[src/ebls_pkg.sv]
// Shared constants, types and byte-order helpers for the byte lane swap block
`default_nettype none
package ebls_pkg;
    localparam int unsigned DATA_W  = 32;
    localparam int unsigned BYTE_W  = 8;
    localparam int unsigned HALF_W  = 16;
    localparam int unsigned LANES   = 4;
    localparam int unsigned OFF_W   = 2;

    localparam logic [LANES-1:0] BE_ALL       = 4'hf;
    localparam logic [LANES-1:0] BE_LOW_HALF  = 4'h3;
    localparam logic [LANES-1:0] BE_HIGH_HALF = 4'hc;
    localparam logic [LANES-1:0] BE_NONE      = 4'h0;

    localparam logic ORDER_LITTLE  = 1'b1;
    localparam logic SWAP_EN_RESET = 1'b0;
    localparam int unsigned SWAP_EN_POS = 0;

    typedef enum logic [1:0] {
        EBLS_SZ_BYTE,
        EBLS_SZ_HALF,
        EBLS_SZ_WORD
    } ebls_size_t;

    typedef enum logic {
        EBLS_IDLE,
        EBLS_WAIT
    } ebls_st_t;

    // Reverse the four bytes of a word, bits inside each byte untouched
    function automatic logic [DATA_W-1:0] ebls_bswap(input logic [DATA_W-1:0] w);
        logic [DATA_W-1:0] r;
        r = '0;
        for (int i = 0; i < LANES; i++) begin
            r[i*BYTE_W +: BYTE_W] = w[(LANES-1-i)*BYTE_W +: BYTE_W];
        end
        return r;
    endfunction

    // Swap the two bytes of a halfword
    function automatic logic [HALF_W-1:0] ebls_hswap(input logic [HALF_W-1:0] h);
        return {h[BYTE_W-1:0], h[HALF_W-1:BYTE_W]};
    endfunction
endpackage
`default_nettype wire

[src/ebls_lane_map.sv]
// Maps a core register value onto bus lanes and bus lanes back to a register value
`default_nettype none
module ebls_lane_map
    import ebls_pkg::*;
(
    input  wire logic              big,
    input  wire ebls_size_t        size,
    input  wire logic [OFF_W-1:0]  off,
    input  wire logic [DATA_W-1:0] reg_in,
    input  wire logic [DATA_W-1:0] lane_in,
    output logic      [DATA_W-1:0] lanes_out,
    output logic      [DATA_W-1:0] reg_out,
    output logic      [LANES-1:0]  be
);
    logic [HALF_W-1:0] h_wr;
    logic [HALF_W-1:0] h_rd;

    always_comb begin
        lanes_out = '0;
        reg_out   = '0;
        be        = BE_NONE;
        h_wr      = big ? ebls_hswap(reg_in[HALF_W-1:0]) : reg_in[HALF_W-1:0];
        h_rd      = off[1] ? lane_in[DATA_W-1:HALF_W] : lane_in[HALF_W-1:0];
        unique case (size)
            EBLS_SZ_WORD: begin
                lanes_out = big ? ebls_bswap(reg_in) : reg_in;
                reg_out   = big ? ebls_bswap(lane_in) : lane_in;
                be        = BE_ALL;
            end
            EBLS_SZ_HALF: begin
                if (off[1]) begin
                    lanes_out = {h_wr, {HALF_W{1'b0}}};
                    be        = BE_HIGH_HALF;
                end else begin
                    lanes_out = {{HALF_W{1'b0}}, h_wr};
                    be        = BE_LOW_HALF;
                end
                reg_out = {{HALF_W{1'b0}}, big ? ebls_hswap(h_rd) : h_rd};
            end
            EBLS_SZ_BYTE: begin
                for (int i = 0; i < LANES; i++) begin
                    if (off == OFF_W'(i)) begin
                        lanes_out[i*BYTE_W +: BYTE_W] = reg_in[BYTE_W-1:0];
                        be[i] = 1'b1;
                    end
                end
                reg_out = {{(DATA_W-BYTE_W){1'b0}}, lane_in[{off, 3'h0} +: BYTE_W]};
            end
            default: begin
                lanes_out = '0;
            end
        endcase
    end
endmodule
`default_nettype wire

[src/ebls_top.sv]
// Data cache load/store lane translation and host bridge register swapper
// Notes on behaviour
// - Four byte lanes: lane3 31:24, lane2 23:16, lane1 15:8, lane0 7:0.
// - Byte at address offset n always travels on lane n.
// - Core byte-order bit: 1 little endian, 0 big endian; steers cache loads/stores.
// - Big endian: word reversed, halfword swapped onto its half, byte on its lane.
// - Load/store translation only inside memory window base to limit-1, and at the transfer register.
// - Core register-space accesses pass without byte reordering.
// - Core accesses to the bridge transfer register are translated like memory.
// - Instruction fetch is always little endian, ignoring the byte-order bit.
// - Host memory data through the bridge is never reordered.
// - Swap flag 0 reverses host register accesses; 1 swaps none.
// - Swap flag resets to 0, so the write setting it is reversed.
// - The bridge has no special case for the transfer register; host register accesses to it follow the swap flag.
// - Host word 0x04050607 (little) or 0x07060504 (big) word-loads as 0x04050607; byte load 0x04 big, 0x07 little.
// - Little endian: register bytes placed on lanes without reordering.
// - Swaps move whole bytes only; bit order within bytes untouched.
`default_nettype none
module ebls_top
    import ebls_pkg::*;
#(
    parameter logic [DATA_W-1:0] BRIDGE_CTL_ADDR = 32'h0000_0100,
    parameter logic [DATA_W-1:0] XFER_DATA_ADDR  = 32'h0000_0104
)(
    input  wire logic              core_clk,
    input  wire logic              reset,
    input  wire logic              core_byte_order_bit,
    input  wire logic [DATA_W-1:0] mem_base,
    input  wire logic [DATA_W-1:0] mem_limit,
    input  wire logic              dc_req,
    input  wire logic              dc_we,
    input  wire ebls_size_t        dc_size,
    input  wire logic [DATA_W-1:0] dc_addr,
    input  wire logic [DATA_W-1:0] dc_wdata,
    input  wire logic              dc_mmio,
    output logic                   dc_ready,
    output logic      [DATA_W-1:0] dc_rdata,
    output logic                   dc_rvalid,
    output logic                   hwy_req,
    output logic                   hwy_we,
    output logic      [DATA_W-1:0] hwy_addr,
    output logic      [LANES-1:0]  hwy_be,
    output logic      [DATA_W-1:0] hwy_wdata,
    input  wire logic              hwy_rvalid,
    input  wire logic [DATA_W-1:0] hwy_rdata,
    input  wire logic              ic_valid,
    input  wire logic [DATA_W-1:0] ic_lane_data,
    output logic                   ic_word_valid,
    output logic      [DATA_W-1:0] ic_word,
    input  wire logic              pci_clk,
    input  wire logic              pci_req,
    input  wire logic              pci_we,
    input  wire logic              pci_mmio_sel,
    input  wire logic [DATA_W-1:0] pci_addr,
    input  wire logic [DATA_W-1:0] pci_wdata,
    output logic                   pci_rvalid,
    output logic      [DATA_W-1:0] pci_rdata,
    output logic                   bridge_swap_enable,
    output logic                   mmio_req,
    output logic                   mmio_we,
    output logic      [DATA_W-1:0] mmio_addr,
    output logic      [DATA_W-1:0] mmio_wdata,
    input  wire logic              mmio_rvalid,
    input  wire logic [DATA_W-1:0] mmio_rdata,
    output logic                   mem_req,
    output logic                   mem_we,
    output logic      [DATA_W-1:0] mem_addr,
    output logic      [DATA_W-1:0] mem_wdata,
    input  wire logic              mem_rvalid,
    input  wire logic [DATA_W-1:0] mem_rdata
);
    typedef struct packed {
        logic              pci_clk_s1;
        logic              pci_clk_s2;
        logic              pci_clk_s3;
        logic              pci_req_s1;
        logic              pci_req_s2;
        logic              pci_we_s1;
        logic              pci_we_s2;
        logic              pci_sel_s1;
        logic              pci_sel_s2;
        logic [DATA_W-1:0] pci_addr_s1;
        logic [DATA_W-1:0] pci_addr_s2;
        logic [DATA_W-1:0] pci_wdata_s1;
        logic [DATA_W-1:0] pci_wdata_s2;
        logic              swap_en;
        ebls_st_t          pci_st;
        logic              pci_swap_lat;
        logic              pci_from_mmio;
        logic              pci_rvalid;
        logic [DATA_W-1:0] pci_rdata;
        logic              mmio_req;
        logic              mmio_we;
        logic [DATA_W-1:0] mmio_addr;
        logic [DATA_W-1:0] mmio_wdata;
        logic              mem_req;
        logic              mem_we;
        logic [DATA_W-1:0] mem_addr;
        logic [DATA_W-1:0] mem_wdata;
        ebls_st_t          dc_st;
        logic              dc_big_lat;
        ebls_size_t        dc_size_lat;
        logic [OFF_W-1:0]  dc_off_lat;
        logic              dc_rvalid;
        logic [DATA_W-1:0] dc_rdata;
        logic              hwy_req;
        logic              hwy_we;
        logic [DATA_W-1:0] hwy_addr;
        logic [LANES-1:0]  hwy_be;
        logic [DATA_W-1:0] hwy_wdata;
        logic              ic_valid;
        logic [DATA_W-1:0] ic_word;
    } ebls_state_t;

    ebls_state_t q;
    ebls_state_t d;

    logic              is_xfer;
    logic              in_window;
    logic              dc_translate;
    logic              dc_big;
    logic              dc_take;
    logic              pci_edge;
    logic              pci_take;
    logic              pci_swap_now;
    logic [DATA_W-1:0] pci_in_data;
    logic [DATA_W-1:0] ctl_val;
    logic [DATA_W-1:0] wr_lanes;
    logic [LANES-1:0]  wr_be;
    logic [DATA_W-1:0] rd_reg;

    assign is_xfer      = (dc_addr == XFER_DATA_ADDR);
    assign in_window    = (dc_addr >= mem_base) && (dc_addr < mem_limit);
    assign dc_translate = is_xfer || (!dc_mmio && in_window);
    assign dc_big       = dc_translate && (core_byte_order_bit != ORDER_LITTLE);
    assign dc_ready     = (q.dc_st == EBLS_IDLE);
    assign dc_take      = dc_req && dc_ready;
    assign pci_edge     = q.pci_clk_s2 && !q.pci_clk_s3;
    assign pci_take     = pci_edge && q.pci_req_s2 && (q.pci_st == EBLS_IDLE);
    assign pci_swap_now = (q.swap_en == SWAP_EN_RESET);
    assign pci_in_data  = pci_swap_now ? ebls_bswap(q.pci_wdata_s2) : q.pci_wdata_s2;

    always_comb begin
        ctl_val = '0;
        ctl_val[SWAP_EN_POS] = q.swap_en;
    end

    ebls_lane_map u_wr_map (
        .big       (dc_big),
        .size      (dc_size),
        .off       (dc_addr[OFF_W-1:0]),
        .reg_in    (dc_wdata),
        .lane_in   ('0),
        .lanes_out (wr_lanes),
        .reg_out   (),
        .be        (wr_be)
    );

    ebls_lane_map u_rd_map (
        .big       (q.dc_big_lat),
        .size      (q.dc_size_lat),
        .off       (q.dc_off_lat),
        .reg_in    ('0),
        .lane_in   (hwy_rdata),
        .lanes_out (),
        .reg_out   (rd_reg),
        .be        ()
    );

    always_comb begin
        d = q;
        // Two-flop synchronisers for the host pins
        d.pci_clk_s1   = pci_clk;
        d.pci_clk_s2   = q.pci_clk_s1;
        d.pci_clk_s3   = q.pci_clk_s2;
        d.pci_req_s1   = pci_req;
        d.pci_req_s2   = q.pci_req_s1;
        d.pci_we_s1    = pci_we;
        d.pci_we_s2    = q.pci_we_s1;
        d.pci_sel_s1   = pci_mmio_sel;
        d.pci_sel_s2   = q.pci_sel_s1;
        d.pci_addr_s1  = pci_addr;
        d.pci_addr_s2  = q.pci_addr_s1;
        d.pci_wdata_s1 = pci_wdata;
        d.pci_wdata_s2 = q.pci_wdata_s1;
        d.hwy_req   = 1'b0;
        d.mmio_req  = 1'b0;
        d.mem_req   = 1'b0;
        d.dc_rvalid = 1'b0;
        // Instruction words pass straight through
        d.ic_valid = ic_valid;
        if (ic_valid) begin
            d.ic_word = ic_lane_data;
        end
        // Core loads and stores
        unique case (q.dc_st)
            EBLS_IDLE: begin
                if (dc_take) begin
                    d.hwy_req     = 1'b1;
                    d.hwy_we      = dc_we;
                    d.hwy_addr    = dc_addr;
                    d.hwy_be      = wr_be;
                    d.hwy_wdata   = dc_we ? wr_lanes : '0;
                    d.dc_big_lat  = dc_big;
                    d.dc_size_lat = dc_size;
                    d.dc_off_lat  = dc_addr[OFF_W-1:0];
                    if (!dc_we) begin
                        d.dc_st = EBLS_WAIT;
                    end
                end
            end
            EBLS_WAIT: begin
                if (hwy_rvalid) begin
                    d.dc_rdata  = rd_reg;
                    d.dc_rvalid = 1'b1;
                    d.dc_st     = EBLS_IDLE;
                end
            end
        endcase
        // Host side accesses, taken on a host clock rising edge
        unique case (q.pci_st)
            EBLS_IDLE: begin
                if (pci_take) begin
                    d.pci_rvalid = 1'b0;
                    if (q.pci_sel_s2 && q.pci_addr_s2 == BRIDGE_CTL_ADDR) begin
                        if (q.pci_we_s2) begin
                            d.swap_en = pci_in_data[SWAP_EN_POS];
                        end else begin
                            d.pci_rdata  = pci_swap_now ? ebls_bswap(ctl_val) : ctl_val;
                            d.pci_rvalid = 1'b1;
                        end
                    end else if (q.pci_sel_s2) begin
                        d.mmio_req   = 1'b1;
                        d.mmio_we    = q.pci_we_s2;
                        d.mmio_addr  = q.pci_addr_s2;
                        d.mmio_wdata = q.pci_we_s2 ? pci_in_data : '0;
                    end else begin
                        d.mem_req   = 1'b1;
                        d.mem_we    = q.pci_we_s2;
                        d.mem_addr  = q.pci_addr_s2;
                        d.mem_wdata = q.pci_we_s2 ? q.pci_wdata_s2 : '0;
                    end
                    if (!q.pci_we_s2 && q.pci_addr_s2 != BRIDGE_CTL_ADDR
                        || !q.pci_we_s2 && !q.pci_sel_s2) begin
                        d.pci_st        = EBLS_WAIT;
                        d.pci_swap_lat  = pci_swap_now;
                        d.pci_from_mmio = q.pci_sel_s2;
                    end
                end
            end
            EBLS_WAIT: begin
                if (q.pci_from_mmio && mmio_rvalid) begin
                    d.pci_rdata  = q.pci_swap_lat ? ebls_bswap(mmio_rdata) : mmio_rdata;
                    d.pci_rvalid = 1'b1;
                    d.pci_st     = EBLS_IDLE;
                end else if (!q.pci_from_mmio && mem_rvalid) begin
                    d.pci_rdata  = mem_rdata;
                    d.pci_rvalid = 1'b1;
                    d.pci_st     = EBLS_IDLE;
                end
            end
        endcase
    end

    always_ff @(posedge core_clk or posedge reset) begin
        if (reset) begin
            q         <= '0;
            q.swap_en <= SWAP_EN_RESET;
            q.pci_st  <= EBLS_IDLE;
            q.dc_st   <= EBLS_IDLE;
        end else begin
            q <= d;
        end
    end

    assign dc_rdata           = q.dc_rdata;
    assign dc_rvalid          = q.dc_rvalid;
    assign hwy_req            = q.hwy_req;
    assign hwy_we             = q.hwy_we;
    assign hwy_addr           = q.hwy_addr;
    assign hwy_be             = q.hwy_be;
    assign hwy_wdata          = q.hwy_wdata;
    assign ic_word_valid      = q.ic_valid;
    assign ic_word            = q.ic_word;
    assign pci_rvalid         = q.pci_rvalid;
    assign pci_rdata          = q.pci_rdata;
    assign bridge_swap_enable = q.swap_en;
    assign mmio_req           = q.mmio_req;
    assign mmio_we            = q.mmio_we;
    assign mmio_addr          = q.mmio_addr;
    assign mmio_wdata         = q.mmio_wdata;
    assign mem_req            = q.mem_req;
    assign mem_we             = q.mem_we;
    assign mem_addr           = q.mem_addr;
    assign mem_wdata          = q.mem_wdata;

    // Checks
    logic [DATA_W-1:0] pci_wdata_sync;
    logic              swap_en_q;
    logic              dc_word_wr;
    assign pci_wdata_sync = q.pci_wdata_s2;
    assign swap_en_q      = q.swap_en;
    assign dc_word_wr     = dc_take && dc_we && dc_size == EBLS_SZ_WORD;
endmodule
`default_nettype wire

[config.mk]
export PLATFORM = sky130hd
export DESIGN_NAME = ebls_top
export DESIGN_NICKNAME = d
export VERILOG_FILES = /design/src/ebls_pkg.sv /design/src/ebls_lane_map.sv /design/src/ebls_top.sv
export SDC_FILE = /design/constraint.sdc
export NUM_CORES = 1
export LEC_CHECK = 0
export BUFFER_PORTS_ARGS = -buffer_cell sky130_fd_sc_hd__buf_2
export CAP_MARGIN = 20
export CORE_AREA = 2 2 251 253
export CTS_CLUSTER_DIAMETER = 200
export CTS_CLUSTER_SIZE = 20
export DETAILED_ROUTE_END_ITERATION = 12
export DIE_AREA = 0 0 253 255
export PLACE_DENSITY_LB_ADDON = 0.12
export SYNTH_ARGS = -nofsm -noshare
export SYNTH_HDL_FRONTEND = slang
export SYNTH_SLANG_ARGS = --single-unit
[constraint.sdc]
create_clock -name core_clk -period 19.5 [get_ports core_clk]
set_input_delay 1.95 -clock core_clk [delete_from_list [all_inputs] [get_ports core_clk]]
set_output_delay 1.95 -clock core_clk [all_outputs]
set_load 0.02 [all_outputs]
# Word-level counts from Yosys, hierarchy flattened
# Index checks and enable logic that the tools add are counted.
totals:
  input_bits: 336
  regBits: 448
  output_inout_bits: 303
op_classes:
  bitwise: 6
  eq_ne: 14
  n_shift: 1
  reduce_logical: 30
  mux: 46
  magnitude_cmp: 2
ops:
  columns: ["op", "count"]
  rows:
  - ["132-bit 2-to-1 mux", 2]
  - ["32-bit 2-to-1 mux", 8]
  - ["33-bit 2-to-1 mux", 6]
  - ["32-bit case mux with 3 select lines", 2]
  - ["168-bit 2-to-1 mux", 1]
  - ["70-bit 2-to-1 mux", 2]
  - ["66-bit 2-to-1 mux", 2]
  - ["33-bit case mux with 2 select lines", 1]
  - ["32-bit by 9-bit == test with 1-bit output, second input constant", 2]
  - ["16-bit 2-to-1 mux", 3]
  - ["32-bit >= comparator", 1]
  - ["32-bit less-than comparator", 1]
  - ["8-bit 2-to-1 mux", 4]
  - ["32-bit by 9-bit inequality test with 1-bit output, second input constant", 1]
  - ["32-bit by 6-bit indexed part select with 8-bit output", 1]
  - ["4-bit AND reduction", 4]
  - ["1-bit logical AND", 12]
  - ["4-bit case mux with 3 select lines", 1]
  - ["1-bit 2-to-1 mux", 9]
  - ["2-bit == test, second input constant", 4]
  - ["2-bit by 1-bit == test with 1-bit output, second input constant", 3]
  - ["2-bit logical NOT", 3]
  - ["6-bit 2-to-1 mux", 1]
  - ["1-bit NOT", 6]
  - ["10 further kinds", 19]

# Depth between registers and ports, before layout
depth:
  depth_word: 11
  depth_mapped: 12
  ltp_nobuf: 10

# Hierarchy
# Synthesis repeated with hierarchy kept, for this count alone.
unflattened:
  cells_unflattened: 2465
  area_unflattened_um2: 23776.6
by_module_without_submodules:
  columns: ["module", "cells_per_inst", "n_inst", "area_per_inst_um2"]
  rows:
  - ["ebls_top", 1941, 1, 19935.4]
  - ["ebls_lane_map", 262, 2, 1920.6]

# Worst setup path before layout
# Ideal clock, no wire load.
synth_path:
  path_type: "input port to flip-flop"
  from: "input port mem_base[30]"
  to: "register q (netlist bit hwy_wdata[8])"
  arrival_time_ps: 4124
  setup_time_ps: 147
  required_time_ps: 19353
  stages: 10
  path_slack_ps: 15229
  path_cell_list: "inv_1 ha_1 a21oi_1 nand2_1 a221o_1 a211o_1 a311oi_4 nor2_2 o2111ai_2 o221ai_1"
synth_via:
  elab_chain_cells: 9
  elab_cells_between_ends: 10
  cone_classes: "order compare: 1; mux: 5; reduce/logical: 4"
synth_lines:
  columns: ["item", "line_no", "text"]
  rows:
  - ["start, declared", "ebls_top.sv:28", "input wire logic [DATA_W-1:0] mem_base,"]
  - ["32-bit >= comparator (*)", "ebls_top.sv:133", "assign in_window = (dc_addr >= mem_base) && (dc_addr < mem_limit);"]
  - ["1-bit logical AND (*)", "ebls_top.sv:133", null]
  - ["1-bit logical AND (*)", "ebls_top.sv:134", "assign dc_translate = is_xfer || (!dc_mmio && in_window);"]
  - ["1-bit logical OR (*)", "ebls_top.sv:134", null]
  - ["1-bit logical AND (*)", "ebls_top.sv:135", "assign dc_big = dc_translate && (core_byte_order_bit != ORDER_LITTLE);"]
  - ["16-bit 2-to-1 mux", "ebls_lane_map.sv:22", "h_wr = big ? ebls_hswap(reg_in[HALF_W-1:0]) : reg_in[HALF_W-1:0];"]
  - ["32-bit 2-to-1 mux", "ebls_lane_map.sv:31", "if (off[1]) begin"]
  - ["32-bit case mux with 3 select lines (*)", "ebls_lane_map.sv:24", "unique case (size)"]
  - ["32-bit 2-to-1 mux (*)", "ebls_top.sv:203", "d.hwy_wdata = dc_we ? wr_lanes : '0;"]
  - ["end, declared", "ebls_top.sv:115", "ebls_state_t q;"]
# Mark *: on every way between the ends. The rest lies on a longest branch, timed or not.
# A chain may end at the register's enable or synchronous reset.

# Final worst setup path
layout_path:
  from: "input port dc_addr[0]"
  to: "register q (netlist bit hwy_wdata[15])"
layout_via:
  elab_chain_cells: 9
  elab_cells_between_ends: 14
  cone_classes: "order compare: 2; eq/ne: 2; mux: 6; reduce/logical: 4"
layout_lines:
  columns: ["item", "line_no", "text"]
  rows:
  - ["start, declared", "ebls_top.sv:33", "input wire logic [DATA_W-1:0] dc_addr,"]
  - ["32-bit >= comparator / 32-bit less-than comparator (equally long branches)", "ebls_top.sv:133", null]
  - ["1-bit logical AND", "ebls_top.sv:133", null]
  - ["1-bit logical AND", "ebls_top.sv:134", null]
  - ["1-bit logical OR", "ebls_top.sv:134", null]
  - ["1-bit logical AND", "ebls_top.sv:135", null]
  - ["16-bit 2-to-1 mux", "ebls_lane_map.sv:22", null]
  - ["32-bit 2-to-1 mux", "ebls_lane_map.sv:31", null]
  - ["32-bit case mux with 3 select lines (*)", "ebls_lane_map.sv:24", null]
  - ["32-bit 2-to-1 mux (*)", "ebls_top.sv:203", null]
# Marked as above.

==> flow_summary.rst <==
.. list-table::
   :header-rows: 1

   * - Metric
     - Value
   * - Outcome
     - completed
   * - First element of the critical path
     - dc_addr[0]
   * - Proportion of synthesized chip area in sequential cells
     - 51.32%
   * - Post-Route Setup TNS
     - 0 ps
   * - Largest net degree at the start of global routing
     - 124
   * - Global-route usage over all layers
     - 21.76%
   * - Fraction of synthesized cell area taken by the top area cell type
     - 51.32%
   * - Min-Delay Path Class
     - flop to flop
   * - Number of buffers created by CTS
     - 26
   * - Final weighted congestion in routability-driven placement
     - 0.9156
   * - Summed instance area of the synthesized netlist
     - 21,750 µm²
   * - Fraction of layout instances using a drive strength above 1
     - 30.66%
   * - CTS root buf
     - sky130_fd_sc_hd__clkbuf_16
   * - Core Rows
     - 92
   * - Commonest non-fill, non-tap cells in the layout
     - 639 x sky130_fd_sc_hd__buf_2, 579 x sky130_fd_sc_hd__nand2_1, 442 x sky130_fd_sc_hd__dfrtp_1, 109 x sky130_fd_sc_hd__o21ai_0, 100 x sky130_fd_sc_hd__a21oi_1
   * - Relative max-transition margin
     - 22.32%
   * - Final #Nets
     - 2,952
   * - Util after Layout
     - 39.02%
   * - Type of the worst setup path
     - input pin to flop
   * - Number of nets produced by synthesis
     - 2,670
   * - Wire length of the first global-routing pass
     - 106,100 µm
   * - Slew of the pin with the lowest slew margin
     - 1155 ps
   * - Number of cell instances on the worst register-to-register path
     - 7
   * - Required time of the critical path
     - 19,990 ps
   * - Total power after layout
     - 0.002269 W
   * - CP arrival
     - 5510 ps
   * - Total power density per cell area
     - 93.57 nW/µm²
   * - Critical Path End
     - hwy_wdata[15]
   * - Category of the worst setup path capture point
     - flop
   * - Fill cell total of the finished layout
     - 6,346
   * - Per-cell routed wire length
     - 21.58 µm
   * - Port-buffer cells
     - 638
   * - Synth Register Bits
     - 446
   * - I/O pin total
     - 639
   * - Floorplan die width
     - 253 µm
   * - Vert. Die Dim
     - 255 µm
   * - Number of setup buffers added after CTS
     - 0
   * - Detailed-router iteration count before antenna repair
     - 5
   * - Insertion delay of the later-clocked pin in the worst-skew pair
     - 600 ps
   * - DRC viols
     - 0
   * - Total detailed-routing wirelength
     - 72,750 µm
   * - Post-route antenna net violation count
     - 0
   * - Number of synthesized flops with an enable pin
     - 0
   * - Total clock sinks
     - 446
   * - Cell count after synthesis
     - 2,271
   * - Detailed-placement wirelength estimate
     - 54,810 µm
   * - Fraction of registers with async set or reset after synthesis
     - 100.0%
   * - CTS tree
     - yes
   * - Top cells by area, synth
     - sky130_fd_sc_hd__dfrtp_1 51%, sky130_fd_sc_hd__buf_4 10%, sky130_fd_sc_hd__nand2_1 10%
   * - Worst reg2reg setup slack
     - 16,180 ps
   * - Setup slack after placement
     - 13,880 ps
   * - Setup crit start kind
     - input pin
   * - Average cell area after synthesis
     - 9.577 µm²
   * - Quantity of gates resized following cts
     - 0
   * - Worst setup skew after layout
     - 25.38 ps
   * - Count of endpoints failing hold in the final timing report
     - 0
   * - Initial core utilization
     - 34.99%
   * - Register area
     - 11,170 µm²
   * - Bufs on Longest Clock Path
     - 3
   * - Relative area change from synthesis to final layout
     - 11.52%
   * - Via count of the first global-routing pass
     - 16,480
   * - Leading cell type in the layout, fill and taps excluded
     - sky130_fd_sc_hd__buf_2
   * - Critical R2R Capture
     - mem_wdata[26]
   * - Setup repair after global routing missed its margin
     - false
   * - Leakage power summed over all cells
     - 12.56 nW
   * - Global route overflow
     - 0
   * - Worst slack on hold paths
     - 348.6 ps
   * - Unique cell type count in the Yosys netlist
     - 58
   * - Maximum operating frequency
     - 0.1991 GHz
   * - Number of buffers inserted by hold repair at cts
     - 0
   * - Post-synth top area cell
     - sky130_fd_sc_hd__dfrtp_1
   * - Launching point of the worst reg2reg path
     - q[309]
   * - Number of DRC markers in iteration 0
     - 1,151
   * - Critical Path Fanout Max
     - 25
   * - Combined area of the multi-input logic cells
     - 7657 µm²
   * - Level count of the clock H-tree
     - 1
   * - Top flip-flop cell by instance count after synthesis
     - sky130_fd_sc_hd__dfrtp_1
   * - Final min period
     - 5022 ps
   * - Tcrit/Tclk final
     - 25.76%
   * - Mean number of vias per cell
     - 4.894
   * - Clock-pin slew of the registers on the worst-case setup and hold paths
     - 90 ps
   * - Final critical-path setup slack
     - 14,480 ps
   * - Setup violation total in the final timing report
     - 0
   * - Die area
     - 64,520 µm²
   * - VDD IR max
     - 69.01 µV
   * - Antenna violations before repair
     - 28
   * - Count of pins over their slew limit
     - 0
   * - Max-cap check violation count
     - 0
   * - Yosys warning total
     - 0
   * - Routed vias
     - 16,500
   * - Floorplan Core Area
     - 62,160 µm²
## cells in the mapped netlist, drive strengths merged (2+ instances only)
library cell	instances
nor4b	3
and2	3
o221ai	11
a211o	9
a2111oi	2
a221o	3
a21oi	100
a21o	5
mux2	71
o21a	3
a32oi	21
nor4	15
clkbuf	91
nor2b	4
a22oi	11
and4	2
a31oi	7
nand4	12
a22o	5
a211oi	15
o21ai	151
dfrtp	446
nor2	80
nand2	580
nand2b	5
ha	63
nor3	16
o311ai	2
inv	82
and3	3
buf	315
nand3	41
mux2i	72
nor3b	2
or2	6
## worst max-delay path, stage by stage
cell	delay, ps
sky130_fd_sc_hd__buf_2	160
sky130_fd_sc_hd__inv_1	120
sky130_fd_sc_hd__ha_1	280
sky130_fd_sc_hd__nand2b_1	140
sky130_fd_sc_hd__a2111oi_0	430
sky130_fd_sc_hd__o32a_1	220
sky130_fd_sc_hd__nand2_1	90
sky130_fd_sc_hd__a311oi_4	750
sky130_fd_sc_hd__or2_1	880
sky130_fd_sc_hd__a32oi_1	250
sky130_fd_sc_hd__o221ai_1	210
## sequential cells by signal, summed over array words and instances, names as in the netlist, 4 cells and up
name and count:
pci_wdata_sync 32, mmio_addr 32, dc_rdata 32, mem_wdata 32, q 44, hwy_wdata 32
pci_rdata 32, hwy_be 4, mem_addr 32, hwy_addr 31, ic_word 32, mmio_wdata 32
d 69
## per-layer routing
layer | routed length, µm | track usage [%]
met5 | 154 | 0
met4 | 2051 | 6.932
met3 | 6120 | 6.783
met2 | 34810 | 35.96
met1 | 29610 | 27.19
## metrics by stage
stage / std cells / cell area, µm²
6_report: 3371 / 24250
5_1_grt: 3367 / 24240
4_1_cts: 3355 / 24200
3_5_place_dp: 3323 / 23510
3_3_place_gp: 3320 / 23470
2_1_floorplan: 2271 / 21750
## report_power, final
part	switching, W	total (W)	leakage (nW)	internal (W)
combinational	0.000388	0.000583	6.65	0.000195
clock	0.000321	0.000565	0.339	0.000244
sequential	0.0000774	0.00112	5.57	0.00104
total	0.000787	0.00227	12.6	0.00148
## worst min-delay path by stage
stage	from	to	slack, ps	cells past startpoint
floorplan	d[446]	d[445]	330	0
global placement	d[396]	q[396]	330	0
detailed placement	d[325]	pci_wdata_sync[14]	330	0
CTS	d[340]	pci_wdata_sync[29]	350	0
global route	d[385]	q[385]	360	0
finish	d[340]	pci_wdata_sync[29]	350	0
## cell families after synthesis
group                      Yosys count  share of synthesized area, %
AOI/OAI and AO/OA                  355                         9.849
and+or+nand+nor                    776                         14.64
adders and majority gates           63                         3.624
buffers and inverters              488                         13.58
DFF                                446                         51.32
muxes                              143                         6.990
## cell type report
type                       count  area share, %
sequential                   446          46.04
multi-input combinational   1337          31.57
timing repair buffer         660          13.93
tap                          799          4.122
clock buffer                  30          2.745
inverter                      82          1.300
antenna                       15         0.1548
clock inverter                 2         0.1341
No activity file was read; power rests on OpenSTA's default activity.
